**src/pkg/ebs_pkg.sv**
```systemverilog
package ebs_pkg;

  localparam int          EBS_NUM_EP          = 16;
  localparam int          EBS_EP_W            = 4;
  localparam logic [7:0]  EBS_CMD_READ_BASE   = 8'h50;
  localparam logic [7:0]  EBS_CMD_READ_LAST   = 8'h5f;
  localparam logic [7:0]  EBS_CMD_STALL_BASE  = 8'h40;
  localparam logic [7:0]  EBS_CMD_STALL_LAST  = 8'h4f;
  localparam logic [7:0]  EBS_CMD_UNST_BASE   = 8'h80;
  localparam logic [7:0]  EBS_CMD_UNST_LAST   = 8'h8f;

  localparam int          EBS_BIT_HALT        = 7;
  localparam int          EBS_BIT_FULL1       = 6;
  localparam int          EBS_BIT_FULL0       = 5;
  localparam int          EBS_BIT_TOGGLE      = 4;
  localparam int          EBS_BIT_OVERRUN     = 3;
  localparam int          EBS_BIT_SETUP       = 2;
  localparam int          EBS_BIT_PROCESSOR_BUFFER_SELECT      = 1;

  localparam logic [7:0]  EBS_STATUS_RESET    = 8'h00;

  // Per-endpoint conditions reported by the buffer engine
  typedef struct packed {
    logic primary_buffer_full;
    logic secondary_buffer_full;
    logic next_toggle_flag;
    logic setup_packet_present;
    logic processor_buffer_select;
  } ebs_ep_state_t;

  // Per-endpoint events from the serial engine
  typedef struct packed {
    logic setup_token;
    logic setup_store_start;
    logic setup_store_done;
    logic setup_ack;
  } ebs_ep_event_t;

endpackage

```
**src/design/ebs_ep_flags.sv**
```systemverilog
`timescale 1ns/1ps
module ebs_ep_flags
  import ebs_pkg::*;
(
  input  wire logic          i_ref_clk,
  input  wire logic          i_rst,
  input  wire ebs_ep_event_t i_event,
  input  wire logic          i_stall_cmd,
  input  wire logic          i_unstall_cmd,
  input  wire logic          i_status_read,
  output logic               o_halt,
  output logic               o_overrun
);

  logic halt;
  logic overrun;
  logic storing;
  logic unacked;
  logic next_halt;
  logic next_overrun;
  logic next_storing;
  logic next_unacked;

  always_comb begin
    next_halt    = halt;
    next_storing = storing;
    next_unacked = unacked;
    next_overrun = overrun;
    if (i_stall_cmd) begin
      next_halt = 1'b1;
    end else if (i_unstall_cmd || i_event.setup_token) begin
      next_halt = 1'b0;
    end
    // Clear on read only once the incoming setup bytes are all stored
    if (i_status_read && !storing) begin
      next_overrun = 1'b0;
    end
    // Hardware-only set; it wins over a same-cycle read clear
    if (i_event.setup_store_start && unacked && !halt) begin
      next_overrun = 1'b1;
    end
    if (i_event.setup_store_start) begin
      next_storing = 1'b1;
    end else if (i_event.setup_store_done) begin
      next_storing = 1'b0;
      next_unacked = 1'b1;
    end
    if (i_event.setup_ack || i_stall_cmd) begin
      next_unacked = 1'b0;
    end
  end

  always_ff @(posedge i_ref_clk) begin
    if (i_rst) begin
      halt    <= 1'b0;
      overrun <= 1'b0;
      storing <= 1'b0;
      unacked <= 1'b0;
    end else begin
      halt    <= next_halt;
      overrun <= next_overrun;
      storing <= next_storing;
      unacked <= next_unacked;
    end
  end

  assign o_halt    = halt;
  assign o_overrun = overrun;

endmodule

```
**src/design/ebs_status_top.sv**
```systemverilog
// How it works
// - Bit 5 shows that the selected endpoint's primary buffer holds a full packet.
// - Bit 6 shows that the secondary buffer of a double-buffered endpoint is full.
// - Bit 4 gives the next expected data toggle, 0 for DATA0 and 1 for DATA1.
// - Bit 3 is set when a new setup packet overwrites unacknowledged, unstalled setup data.
// - A status read clears bit 3 only if storing of the setup data has finished.
// - Bit 2 shows that the endpoint buffer holds a received setup packet.
// - Bit 1 shows which buffer the processor accesses, 0 primary and 1 secondary.
// - Only the device's own logic sets the overrun bit, never a processor write.
// - A read-status command clears that endpoint's pending interrupt bit.
// - Bit 7 is set by stall, cleared by unstall, and cleared on a SETUP token.
// - Codes 50h to 5Fh read one status byte, one code per endpoint in order.
`timescale 1ns/1ps
module ebs_status_top
  import ebs_pkg::*;
#(
  parameter int NUM_EP = EBS_NUM_EP
)(
  input  wire logic                       i_ref_clk,
  input  wire logic                       i_rst,
  input  wire logic                       i_cmd_valid,
  input  wire logic [7:0]                 i_cmd_code,
  input  wire ebs_ep_state_t [NUM_EP-1:0] i_ep_state,
  input  wire ebs_ep_event_t [NUM_EP-1:0] i_ep_event,
  output logic                            o_status_valid,
  output logic [7:0]                      o_status_data,
  output logic [NUM_EP-1:0]               o_int_clear,
  output logic [NUM_EP-1:0]               o_halted
);

  logic [NUM_EP-1:0] stall_cmd;
  logic [NUM_EP-1:0] unstall_cmd;
  logic [NUM_EP-1:0] read_cmd;
  logic [NUM_EP-1:0] halt;
  logic [NUM_EP-1:0] overrun;
  logic [EBS_EP_W-1:0] sel;

  logic              status_valid;
  logic [7:0]        status_data;
  logic [NUM_EP-1:0] int_clear;
  logic [NUM_EP-1:0] halted;
  logic              next_status_valid;
  logic [7:0]        next_status_data;
  logic [NUM_EP-1:0] next_int_clear;

  assign sel = i_cmd_code[EBS_EP_W-1:0];

  // Command decode: one code per endpoint in each group
  always_comb begin
    stall_cmd   = '0;
    unstall_cmd = '0;
    read_cmd    = '0;
    if (i_cmd_valid && i_cmd_code >= EBS_CMD_READ_BASE && i_cmd_code <= EBS_CMD_READ_LAST
        && int'(sel) < NUM_EP) begin
      read_cmd[sel] = 1'b1;
    end else if (i_cmd_valid && i_cmd_code >= EBS_CMD_STALL_BASE
                 && i_cmd_code <= EBS_CMD_STALL_LAST && int'(sel) < NUM_EP) begin
      stall_cmd[sel] = 1'b1;
    end else if (i_cmd_valid && i_cmd_code >= EBS_CMD_UNST_BASE
                 && i_cmd_code <= EBS_CMD_UNST_LAST && int'(sel) < NUM_EP) begin
      unstall_cmd[sel] = 1'b1;
    end
  end

  genvar g;
  generate
    for (g = 0; g < NUM_EP; g++) begin : gen_ep
      ebs_ep_flags u_flags (
        .i_ref_clk     (i_ref_clk),
        .i_rst         (i_rst),
        .i_event       (i_ep_event[g]),
        .i_stall_cmd   (stall_cmd[g]),
        .i_unstall_cmd (unstall_cmd[g]),
        .i_status_read (read_cmd[g]),
        .o_halt        (halt[g]),
        .o_overrun     (overrun[g])
      );
    end
  endgenerate

  // Status byte is captured from current state in the cycle of the read command
  always_comb begin
    next_status_valid = |read_cmd;
    next_status_data  = status_data;
    next_int_clear    = read_cmd;
    if (|read_cmd) begin
      next_status_data                  = EBS_STATUS_RESET;
      next_status_data[EBS_BIT_HALT]    = halt[sel];
      next_status_data[EBS_BIT_FULL1]   = i_ep_state[sel].secondary_buffer_full;
      next_status_data[EBS_BIT_FULL0]   = i_ep_state[sel].primary_buffer_full;
      next_status_data[EBS_BIT_TOGGLE]  = i_ep_state[sel].next_toggle_flag;
      next_status_data[EBS_BIT_OVERRUN] = overrun[sel];
      next_status_data[EBS_BIT_SETUP]   = i_ep_state[sel].setup_packet_present;
      next_status_data[EBS_BIT_PROCESSOR_BUFFER_SELECT]  = i_ep_state[sel].processor_buffer_select;
    end
  end

  always_ff @(posedge i_ref_clk) begin
    if (i_rst) begin
      status_valid <= 1'b0;
      status_data  <= EBS_STATUS_RESET;
      int_clear    <= '0;
      halted       <= '0;
    end else begin
      status_valid <= next_status_valid;
      status_data  <= next_status_data;
      int_clear    <= next_int_clear;
      halted       <= halt;
    end
  end

  assign o_status_valid = status_valid;
  assign o_status_data  = status_data;
  assign o_int_clear    = int_clear;
  assign o_halted       = halted;

endmodule

```
**config.mk**
```make
export PLATFORM = sky130hd
export DESIGN_NAME = ebs_status_top
export DESIGN_NICKNAME = d
export VERILOG_FILES = /design/src/pkg/ebs_pkg.sv /design/src/design/ebs_ep_flags.sv /design/src/design/ebs_status_top.sv
export SDC_FILE = /design/constraint.sdc
export NUM_CORES = 1
export LEC_CHECK = 0
export BUFFER_PORTS_ARGS = -buffer_cell sky130_fd_sc_hd__buf_2
export CAP_MARGIN = 20
export CORE_MARGIN = 2
export CORE_UTILIZATION = 44
export DETAILED_ROUTE_END_ITERATION = 10
export PLACE_DENSITY_LB_ADDON = 0.15
export SYNTH_ARGS = -nofsm -noshare
export SYNTH_HDL_FRONTEND = slang
export SYNTH_SLANG_ARGS = --single-unit
```
**constraint.sdc**
```tcl
create_clock -name i_ref_clk -period 1.4 [get_ports i_ref_clk]
set_input_delay 0.28 -clock i_ref_clk [delete_from_list [all_inputs] [get_ports i_ref_clk]]
set_output_delay 0.28 -clock i_ref_clk [all_outputs]
set_load 0.01 [all_outputs]
```
After elaboration in Yosys (flattened, before gate mapping)
Cells that the tools add are included.
- $lt $le $gt $ge: 8
- add/subtract/negate cells: 0
- reduce and logical (&&, ||, !) cells: 200
- multiply operators: 0
- equality and inequality tests: 0
- bitwise operators: 16
- shift-type cells: 0
- multiplexer cells: 110
- divide/modulo/power cells: 0
- operators with widths (cell ; number):
    $mux 1 ; 99
    $mux 16 ; 6
    $reduce_bool 2->1 ; 48
    $logic_and 1x1->1 ; 55
    $logic_not 1->1 ; 32
    $logic_or 1x1->1 ; 32
    $reduce_and 2->1 ; 16
    $reduce_or 2->1 ; 16
    $bmux 5 s4 ; 1
    $ge 8x7->1 const B ; 2
    $le 8x7->1 const B ; 2
    $not 1->1 ; 16
    $reduce_or 16->1 ; 1
    $bmux 1 s4 ; 2
    $ge 8x8->1 const B ; 1
    $le 8x8->1 const B ; 1
    $lt 4x5->1 const B ; 1
    $mux 5 ; 1
    $demux 1 s4 ; 1
    $ge 4x1->1 const B ; 1
- bits in read-only memories: 0
- output and inout port bits: 41
- memory bits (writable): 0
- bits in latches: 0
- memories kept: 0
- register bits after elaboration: 104

Depth between registers and ports, before layout
Gate-level depths: netlist of the first run.
- depth in word-level cells: 10
- mapped depth: 7

Hierarchy
From an unflattened synthesis of the first run, not the netlist that was laid out.
- cells, all modules: 502
- area total of the unflattened synthesis: 4904.7 sq um
- modules (own cells, without submodules) (module ; area an instance (sq um) ; cells an instance ; times used):
    ebs_ep_flags ; 156.4 ; 17 ; 16
    ebs_status_top ; 2402.3 ; 230 ; 1

Worst setup path after synthesis of the first run
No wires, ideal clock.
- kind: input port to flip-flop
- start: input i_cmd_code[0]
- end: register status_data[6] (netlist: o_status_data[6])
- data arrival time: 1333 ps
- required time: 1260 ps
- buffers on the path: 2
- path slack: -73 ps
- cell stages on the path: 5
- path through: buf_6 -> buf_6 -> mux4_1 -> mux2i_1 -> a221oi_2
- longest elaborated chain between the ends: 6
- elaborated cells on any way between the ends: 13
- those cells by class: order compare (4); mux (5); reduce/logical (4)
- ends and longest elaborated chain (what ; RTL line ; text):
    from (decl) ; ebs_status_top.sv:22 ; input wire logic [7:0] i_cmd_code,
    $lt 4x5->1 (not written as such) / $ge 4x1->1 (equally long branches) ; ebs_status_top.sv:55 ; read_cmd[sel] = 1'b1;
    $logic_and 1x1->1 (not written as such) ; ebs_status_top.sv:55 ;
    $mux 1 (not written as such) ; ebs_status_top.sv:55 ;
    $demux 1 s4 ; ebs_status_top.sv:55 ;
    $mux 16 ; ebs_status_top.sv:53 ; if (i_cmd_valid && i_cmd_code >= EBS_CMD_READ_BASE && i_cmd_code <= EBS_CMD_READ_LAST
    $reduce_or 16->1 ; ebs_status_top.sv:86 ; if (|read_cmd) begin
    to (signal assigned) ; ebs_status_top.sv:106 ; status_data <= next_status_data;
    to (decl) ; ebs_status_top.sv:39 ; logic [7:0] status_data;
Parallel ways exist; a longest one is shown, timed or not. The select of a mux whose other input is x is not followed.
A chain may end at the register's enable or synchronous reset.

Worst setup path in the final report of the first run
- start: register gen_ep[4].u_flags.halt
- end: register status_data[7] (netlist: o_status_data[7])
- longest elaborated chain between the ends: 2
- ends and longest elaborated chain (what ; RTL line ; text):
    from (decl) ; ebs_ep_flags.sv:15 ; logic halt;
    from (signal assigned) ; ebs_ep_flags.sv:60 ; halt <= next_halt;
    $bmux 1 s4 ; ebs_status_top.sv:88 ; next_status_data[EBS_BIT_HALT] = halt[sel];
    $mux 1 (not written as such) ; ebs_status_top.sv:88 ;
No other way between the ends. The select of a mux whose other input is x is not followed.

==> results of run 1 <==
==> metal layers <==
metal | share of wire (%) | GRT usage [%] | vias to the layer above
met3 | 7.4 | 5.063 | 16
met4 | 1.1 | 6.502 | 0
met1 | 41 | 29.87 | 2091
li1 | - | - | 2147
met2 | 50 | 43.89 | 170
met5 | 0 | 0 | -
==> through the flow <==
stage | hold WS [ns] | instance area [um2] | instances | TNS, ns | setup WS (ns)
finish | 0.05232 | 6357 | 834 | 0 | 0.1125
global route | 0.04103 | 6357 | 834 | 0 | 0.08264
CTS | 0.04241 | 6357 | 834 | 0 | 0.1234
detailed placement | 0.4481 | 6161 | 819 | -2.694 | -0.2226
global placement | 0.4463 | 6161 | 819 | -1.788 | -0.1721
floorplan | 0.3587 | 4752 | 468 | -0.1429 | -0.02626
==> synthesized netlist by cell type (2+ instances only) <==
| library cell | instances | area share, % |
|---|---|---|
| nand3_1 | 14 | 1.5 |
| nand2b_1 | 13 | 1.7 |
| nor2_1 | 37 | 2.9 |
| and2_1 | 2 | 0.26 |
| mux4_2 | 7 | 3.3 |
| dfxtp_1 | 104 | 44 |
| nand2_1 | 12 | 0.95 |
| inv_1 | 18 | 1.4 |
| mux4_1 | 21 | 12 |
| buf_4 | 3 | 0.47 |
| o21ai_0 | 15 | 1.6 |
| nor4_1 | 11 | 1.4 |
| o31ai_1 | 15 | 2.4 |
| buf_2 | 13 | 1.4 |
| nand3b_1 | 17 | 2.7 |
| mux2i_1 | 14 | 2.9 |
| buf_6 | 4 | 0.95 |
| nor2b_1 | 34 | 4.5 |
| clkbuf_1 | 11 | 0.87 |
| o21bai_1 | 11 | 1.7 |
| a21oi_1 | 60 | 6.3 |
| or2_2 | 5 | 0.66 |
| and3_1 | 4 | 0.53 |
| a221oi_1 | 6 | 1.1 |
==> power by group <==
group	switching, mW	internal [mW]	total (mW)
combinational	0.343	0.431	0.774
sequential	0.0373	3.02	3.06
clock	1.01	0.873	1.88
total	1.39	4.33	5.71
==> cell families after synthesis <==
logic type | count (synthesis) | share of synthesized area (%)
buffers and inverters | 51 | 5.463
other | 1 | 0.07873
AO/OA/AOI/OAI | 111 | 13.95
multiplexers | 42 | 17.84
AND/OR/NAND/NOR | 159 | 18.96
flip-flops | 104 | 43.71
==> worst max-delay path by stage <==
stage / from / endpoint / slack [ns]
6_report: gen_ep[4].u_flags.o_halt$_SDFFE_PP0P_ / o_status_data[7]$_SDFFE_PP0P_ / 0.11
5_1_grt: gen_ep[2].u_flags.o_overrun$_SDFFE_PP0P_ / o_status_data[3]$_SDFFE_PP0P_ / 0.08
2_1_floorplan: i_cmd_code[0] / o_status_data[7]$_SDFFE_PP0P_ / -0.03
4_1_cts: gen_ep[7].u_flags.o_halt$_SDFFE_PP0P_ / o_status_data[7]$_SDFFE_PP0P_ / 0.12
3_3_place_gp: i_cmd_code[0] / o_status_data[5]$_SDFFE_PP0P_ / -0.17
3_5_place_dp: i_cmd_code[0] / o_status_data[4]$_SDFFE_PP0P_ / -0.22
==> state kept, by name, indices dropped and copies added, names as in the netlist <==
signal	count
o_int_clear	16
gen_ep.u_flags.o_halt	16
o_status_valid	1
o_status_data	7
gen_ep.u_flags.o_overrun	16
gen_ep.u_flags.storing	16
gen_ep.u_flags.unacked	16
o_halted	16
==> cells in the final DEF (no fill, tap or decap), drive strengths merged, types with 2 or more instances in the layout <==
| master | instances |
|---|---|
| a21oi | 60 |
| buf | 248 |
| clkbuf | 11 |
| o21ai | 15 |
| mux4 | 28 |
| nor2 | 38 |
| nor2b | 35 |
| nand3b | 17 |
| and2 | 2 |
| inv | 18 |
| dfxtp | 104 |
| nand2b | 13 |
| and3 | 4 |
| clkinv | 2 |
| nand3 | 14 |
| o31ai | 15 |
| mux2i | 14 |
| a221oi | 7 |
| nor4 | 11 |
| nand2 | 12 |
| o21bai | 11 |
| or2 | 7 |
==> cell type report <==
class | count | share of cell area, %
timing repair buffer | 248 | 22.63
clock inverter | 4 | 0.8660
tap | 136 | 2.677
multi-input combinational | 313 | 37.79
clock buffer | 11 | 2.224
inverter | 18 | 1.063
sequential | 104 | 32.75
==> worst max-delay path: cells and delay by family (launching register included) <==
family | cells | cell delay (ns)
AOI/OAI and AO/OA | 1 | 0.10
DFF | 1 | 0.37
muxes | 2 | 0.69
==> results.md, run 1 <==
* Status: completed
* Antenna Cells at 0
* Clock-pin slew on the worst setup and hold paths at 0.10 ns
* Post-synth EDFFs at 0
* Main synth FF type: dfxtp_1
* Die Span Y at 108.0 um
* Hpwl dp at 11380 um
* CTS tree: built
* Synth warnings at 0
* Seq/Total Area, Yosys at 43.71%
* Die width at 108.0 um
* CP Launch Type: flop
* Reg-to-reg startpoint: gen_ep[4].u_flags.o_halt$_SDFFE_PP0P_
* Setup violators final at 0
* Worst-path fanout max at 4
* Largest net degree at the start of global routing at 43
* Area Growth Syn to Fin at 33.46%
* Synth cell types at 41
* Worst path cell trace: mux4_1 > mux2i_1 > a221oi_1
* Antenna-violating nets left at 0
* Final #Nets at 849
* Leakage at 2.898 nW
* Clk buf depth at 2
* Share of post-route cells with drive strength above 1 at 40.83%
* CTS Buf Count at 9
* FMAX at 776.7 MHz
* Effective utilization at floorplan at 45.73%
* Global router's overall resource usage at 24.48%
* Grt total ovfl at 0
* # DRC at 0
* First-iteration detailed-routing DRC count at 286
* PD cells at 898.7 nW/um2
* Mapped cell area at 4763 um2
* Clk sinks at 104
* Post-CTS sizing at 0
* Rows at 37
* Routed via count at 4424
* Post-DR wirelength/cell at 17.38 um
* Footprint of the multi-input gates at 2402 um2
* Post-CTS Setup Bufs at 0
* Number of global-route vias before repair at 4362
* Final Power at 5.713 mW
* Synth Register Bits at 104
* Final Wtd Congestion at 0.8126
* Slowest CP cell: mux4_1
* I/O Pins at 196
* Skew final at 0.009136 ns
* Maximum capacitance violations at 0
* First-pass GRT wire length at 21880 um
* # hold bufs at CTS at 0
* Die footprint at 11670 um2
* IO Port Bufs at 194
* Pre-antenna DRT Iters at 5
* Reg area at 2082 um2
* Hold-critical path depth at 2
* Max-slew violation count at 0
* Kind of critical path: flop to flop
* Final worst path period share at 91.97%
* Worst Hold Class: input pin to flop
* Max incr delay on CP at 0.52 ns
* H-Tree Depth at 3
* Initial antenna violation count at 0
* Core area at 10420 um2
* Worst-Skew Late Latency at 0.37 ns
* RSZ-0062 raised after global routing: no
* Worst Path Required at 1.65 ns
* WL final at 14500 um
* Hold Fails Final Rpt at 0
* Asr flop ratio synth at 0%
* Worst reg2reg path depth at 3
* Reg2reg end: o_status_data[7]$_SDFFE_PP0P_
* Via-to-Cell Ratio at 5.305
* Hold worst-path end: gen_ep[10].u_flags.unacked$_SDFFE_PP0P_
* Core Util, Final at 61.03%
* Post-Syn Nets at 623
* Period minus WS final at 1.288 ns
* Fillcell total at 909
* Hold Crit Start: i_ep_event[40]
* Synth Area per Inst at 10.18 um2
* Peak VDD IR at 0.5210 mV
* Synth Instances at 468
* Worst R2R Setup Slack at 0.11 ns
* Root buf cell: clkbuf_8
* Crit end category: flop
* Arrival @ worst endpoint at 1.53 ns
(Power assumes the default switching activity.)
==> inputs of run 2 (changes only) <==
PLACE_DENSITY = 0.77   (was unset)
PLACE_DENSITY_LB_ADDON = unset   (was 0.15)
==> results.md, run 2 (synthesis gave the netlist of run 1 again) <==
* Period minus WS final at 1.262 ns (was 1.288 ns)
* Post-CTS Setup Bufs at 0 (unchanged)
* CTS tree: built (unchanged)
* IO Port Bufs at 194 (unchanged)
* Clk sinks at 104 (unchanged)
* Worst reg2reg path depth at 3 (unchanged)
* # DRC at 0 (unchanged)
* Via-to-Cell Ratio at 5.529 (was 5.305)
* Number of global-route vias before repair at 4590 (was 4362)
* I/O Pins at 196 (unchanged)
* Antenna-violating nets left at 0 (unchanged)
* Post-CTS sizing at 0 (unchanged)
* FMAX at 792.6 MHz (was 776.7 MHz)
* Skew final at 0.01259 ns (was 0.009136 ns)
* Clock-pin slew on the worst setup and hold paths at 0.10 ns (about the same)
* Max-slew violation count at 0 (unchanged)
* Die width at 108.0 um (unchanged)
* Arrival @ worst endpoint at 1.50 ns (was 1.53 ns)
* Grt total ovfl at 0 (unchanged)
* CP Launch Type: flop (unchanged)
* Hold Fails Final Rpt at 0 (unchanged)
* Kind of critical path: flop to flop (unchanged)
* Most common cell after layout, fill and taps aside: buf_2 (unchanged)
* Hold-critical path depth at 2 (unchanged)
* Root buf cell: clkbuf_8 (unchanged)
* Global router's overall resource usage at 25.01% (was 24.48%)
* Pre-antenna DRT Iters at 5 (unchanged)
* Effective utilization at floorplan at 45.73% (unchanged)
* Die Span Y at 108.0 um (unchanged)
* H-Tree Depth at 3 (unchanged)
* Rows at 37 (unchanged)
* Leakage at 2.915 nW (was 2.898 nW)
* Final worst path period share at 90.12% (was 91.97%)
* Status: completed (unchanged)
* Clk buf depth at 2 (unchanged)
* Final instance area at 6395 um2 (was 6357 um2)
* Final #Nets at 848 (was 849)
* # hold bufs at CTS at 0 (unchanged)
* Worst-Skew Late Latency at 0.37 ns (about the same)
* Final Wtd Congestion at 0.8649 (was 0.8126)
* Setup violators final at 0 (unchanged)
* Placed Area at 6166 um2 (was 6161 um2)
* PnR worst setup slack at 0.1383 ns (was 0.1125 ns)
* RSZ-0062 raised after global routing: no (unchanged)
* Maximum capacitance violations at 0 (unchanged)
* Area Growth Syn to Fin at 34.25% (was 33.46%)
* Hpwl dp at 12040 um (was 11380 um)
* Initial antenna violation count at 1 (was 0)
* Most frequent cells in the layout: buf_2, dfxtp_1, a21oi_1 (unchanged)
* Die footprint at 11670 um2 (unchanged)
* Core Util, Final at 61.39% (was 61.03%)
* PD cells at 932.0 nW/um2 (was 898.7 nW/um2)
* WL final at 14980 um (was 14500 um)
* Setup slack after placement at -0.2342 ns (was -0.2226 ns)
* Share of post-route cells with drive strength above 1 at 40.97% (was 40.83%)
* Worst Path Required at 1.64 ns (was 1.65 ns)
* First-iteration detailed-routing DRC count at 284 (was 286)
* Routed via count at 4617 (was 4424)
* Largest net degree at the start of global routing at 39 (was 43)
* Core area at 10420 um2 (unchanged)
* Worst-path fanout max at 4 (unchanged)
* Worst Hold Class: input pin to flop (unchanged)
* Post-DR wirelength/cell at 17.94 um (was 17.38 um)
* Final Hold Slack at 0.05871 ns (was 0.05232 ns)
* Peak VDD IR at 0.4972 mV (was 0.5210 mV)
* Crit end category: flop (unchanged)
* First-pass GRT wire length at 22500 um (was 21880 um)
* CTS Buf Count at 9 (unchanged)
run 2: changes by cell type in the layout (fill, tap and decap cells not counted), sizes merged:
cell / before / now
buf: 248 / 247
bufinv: 1 / 2
clkbuf: 11 / 9
diode: 0 / 1
inv: 18 / 20
run 2: report_power, final:
group	leakage, nW	internal (mW)	switching [mW]
Clock	0.110	1.03	1.08
Combinational	1.96	0.435	0.355
Sequential	0.845	3.02	0.0391
run 2: worst paths after layout:
check                                            from                                        to  slack (ns)
max             gen_ep[5].u_flags.o_halt$_SDFFE_PP0P_             o_status_data[7]$_SDFFE_PP0P_        0.14
min                                    i_ep_event[56]   gen_ep[14].u_flags.unacked$_SDFFE_PP0P_        0.06
min reg2reg  gen_ep[3].u_flags.o_overrun$_SDFFE_PP0P_  gen_ep[3].u_flags.o_overrun$_SDFFE_PP0P_        0.48
max reg2reg     gen_ep[5].u_flags.o_halt$_SDFFE_PP0P_             o_status_data[7]$_SDFFE_PP0P_        0.14
run 2: per-stage QoR:
| step | cells | setup TNS (ns) | power (mW) |
|---|---|---|---|
| 2_1_floorplan | 468 | -0.1429 | 3.511 |
| 3_3_place_gp | 818 | -2.075 | 3.879 |
| 3_5_place_dp | 818 | -3.988 | 3.913 |
| 4_1_cts | 834 | 0 | 5.990 |
| 5_1_grt | 835 | 0 | 6.171 |
| 6_report | 835 | 0 | 5.960 |
run 2: area by class of cell:
class	count	area [um2]
tap	136	170.2
timing repair buffer	247	1444
antenna	1	2.502
multi-input combinational	313	2402
sequential	104	2082
fill	888	4021
clock inverter	7	102.6
clock buffer	9	123.9
inverter	18	67.56
run 2: critical path: stages (launching register included):
cell,delay [ns]
dfxtp_1,0.37
mux4_1,0.53
mux2i_1,0.15
a221oi_1,0.09
run 2: routing by layer:
metal | vias to the layer above | part of all wire [%] | global-route usage (%)
met2 | 242 | 50 | 44.61
met4 | 0 | 2.5 | 9.707
met5 | - | 0 | 0
met3 | 30 | 9.0 | 5.847
met1 | 2190 | 39 | 29.00
li1 | 2155 | - | -
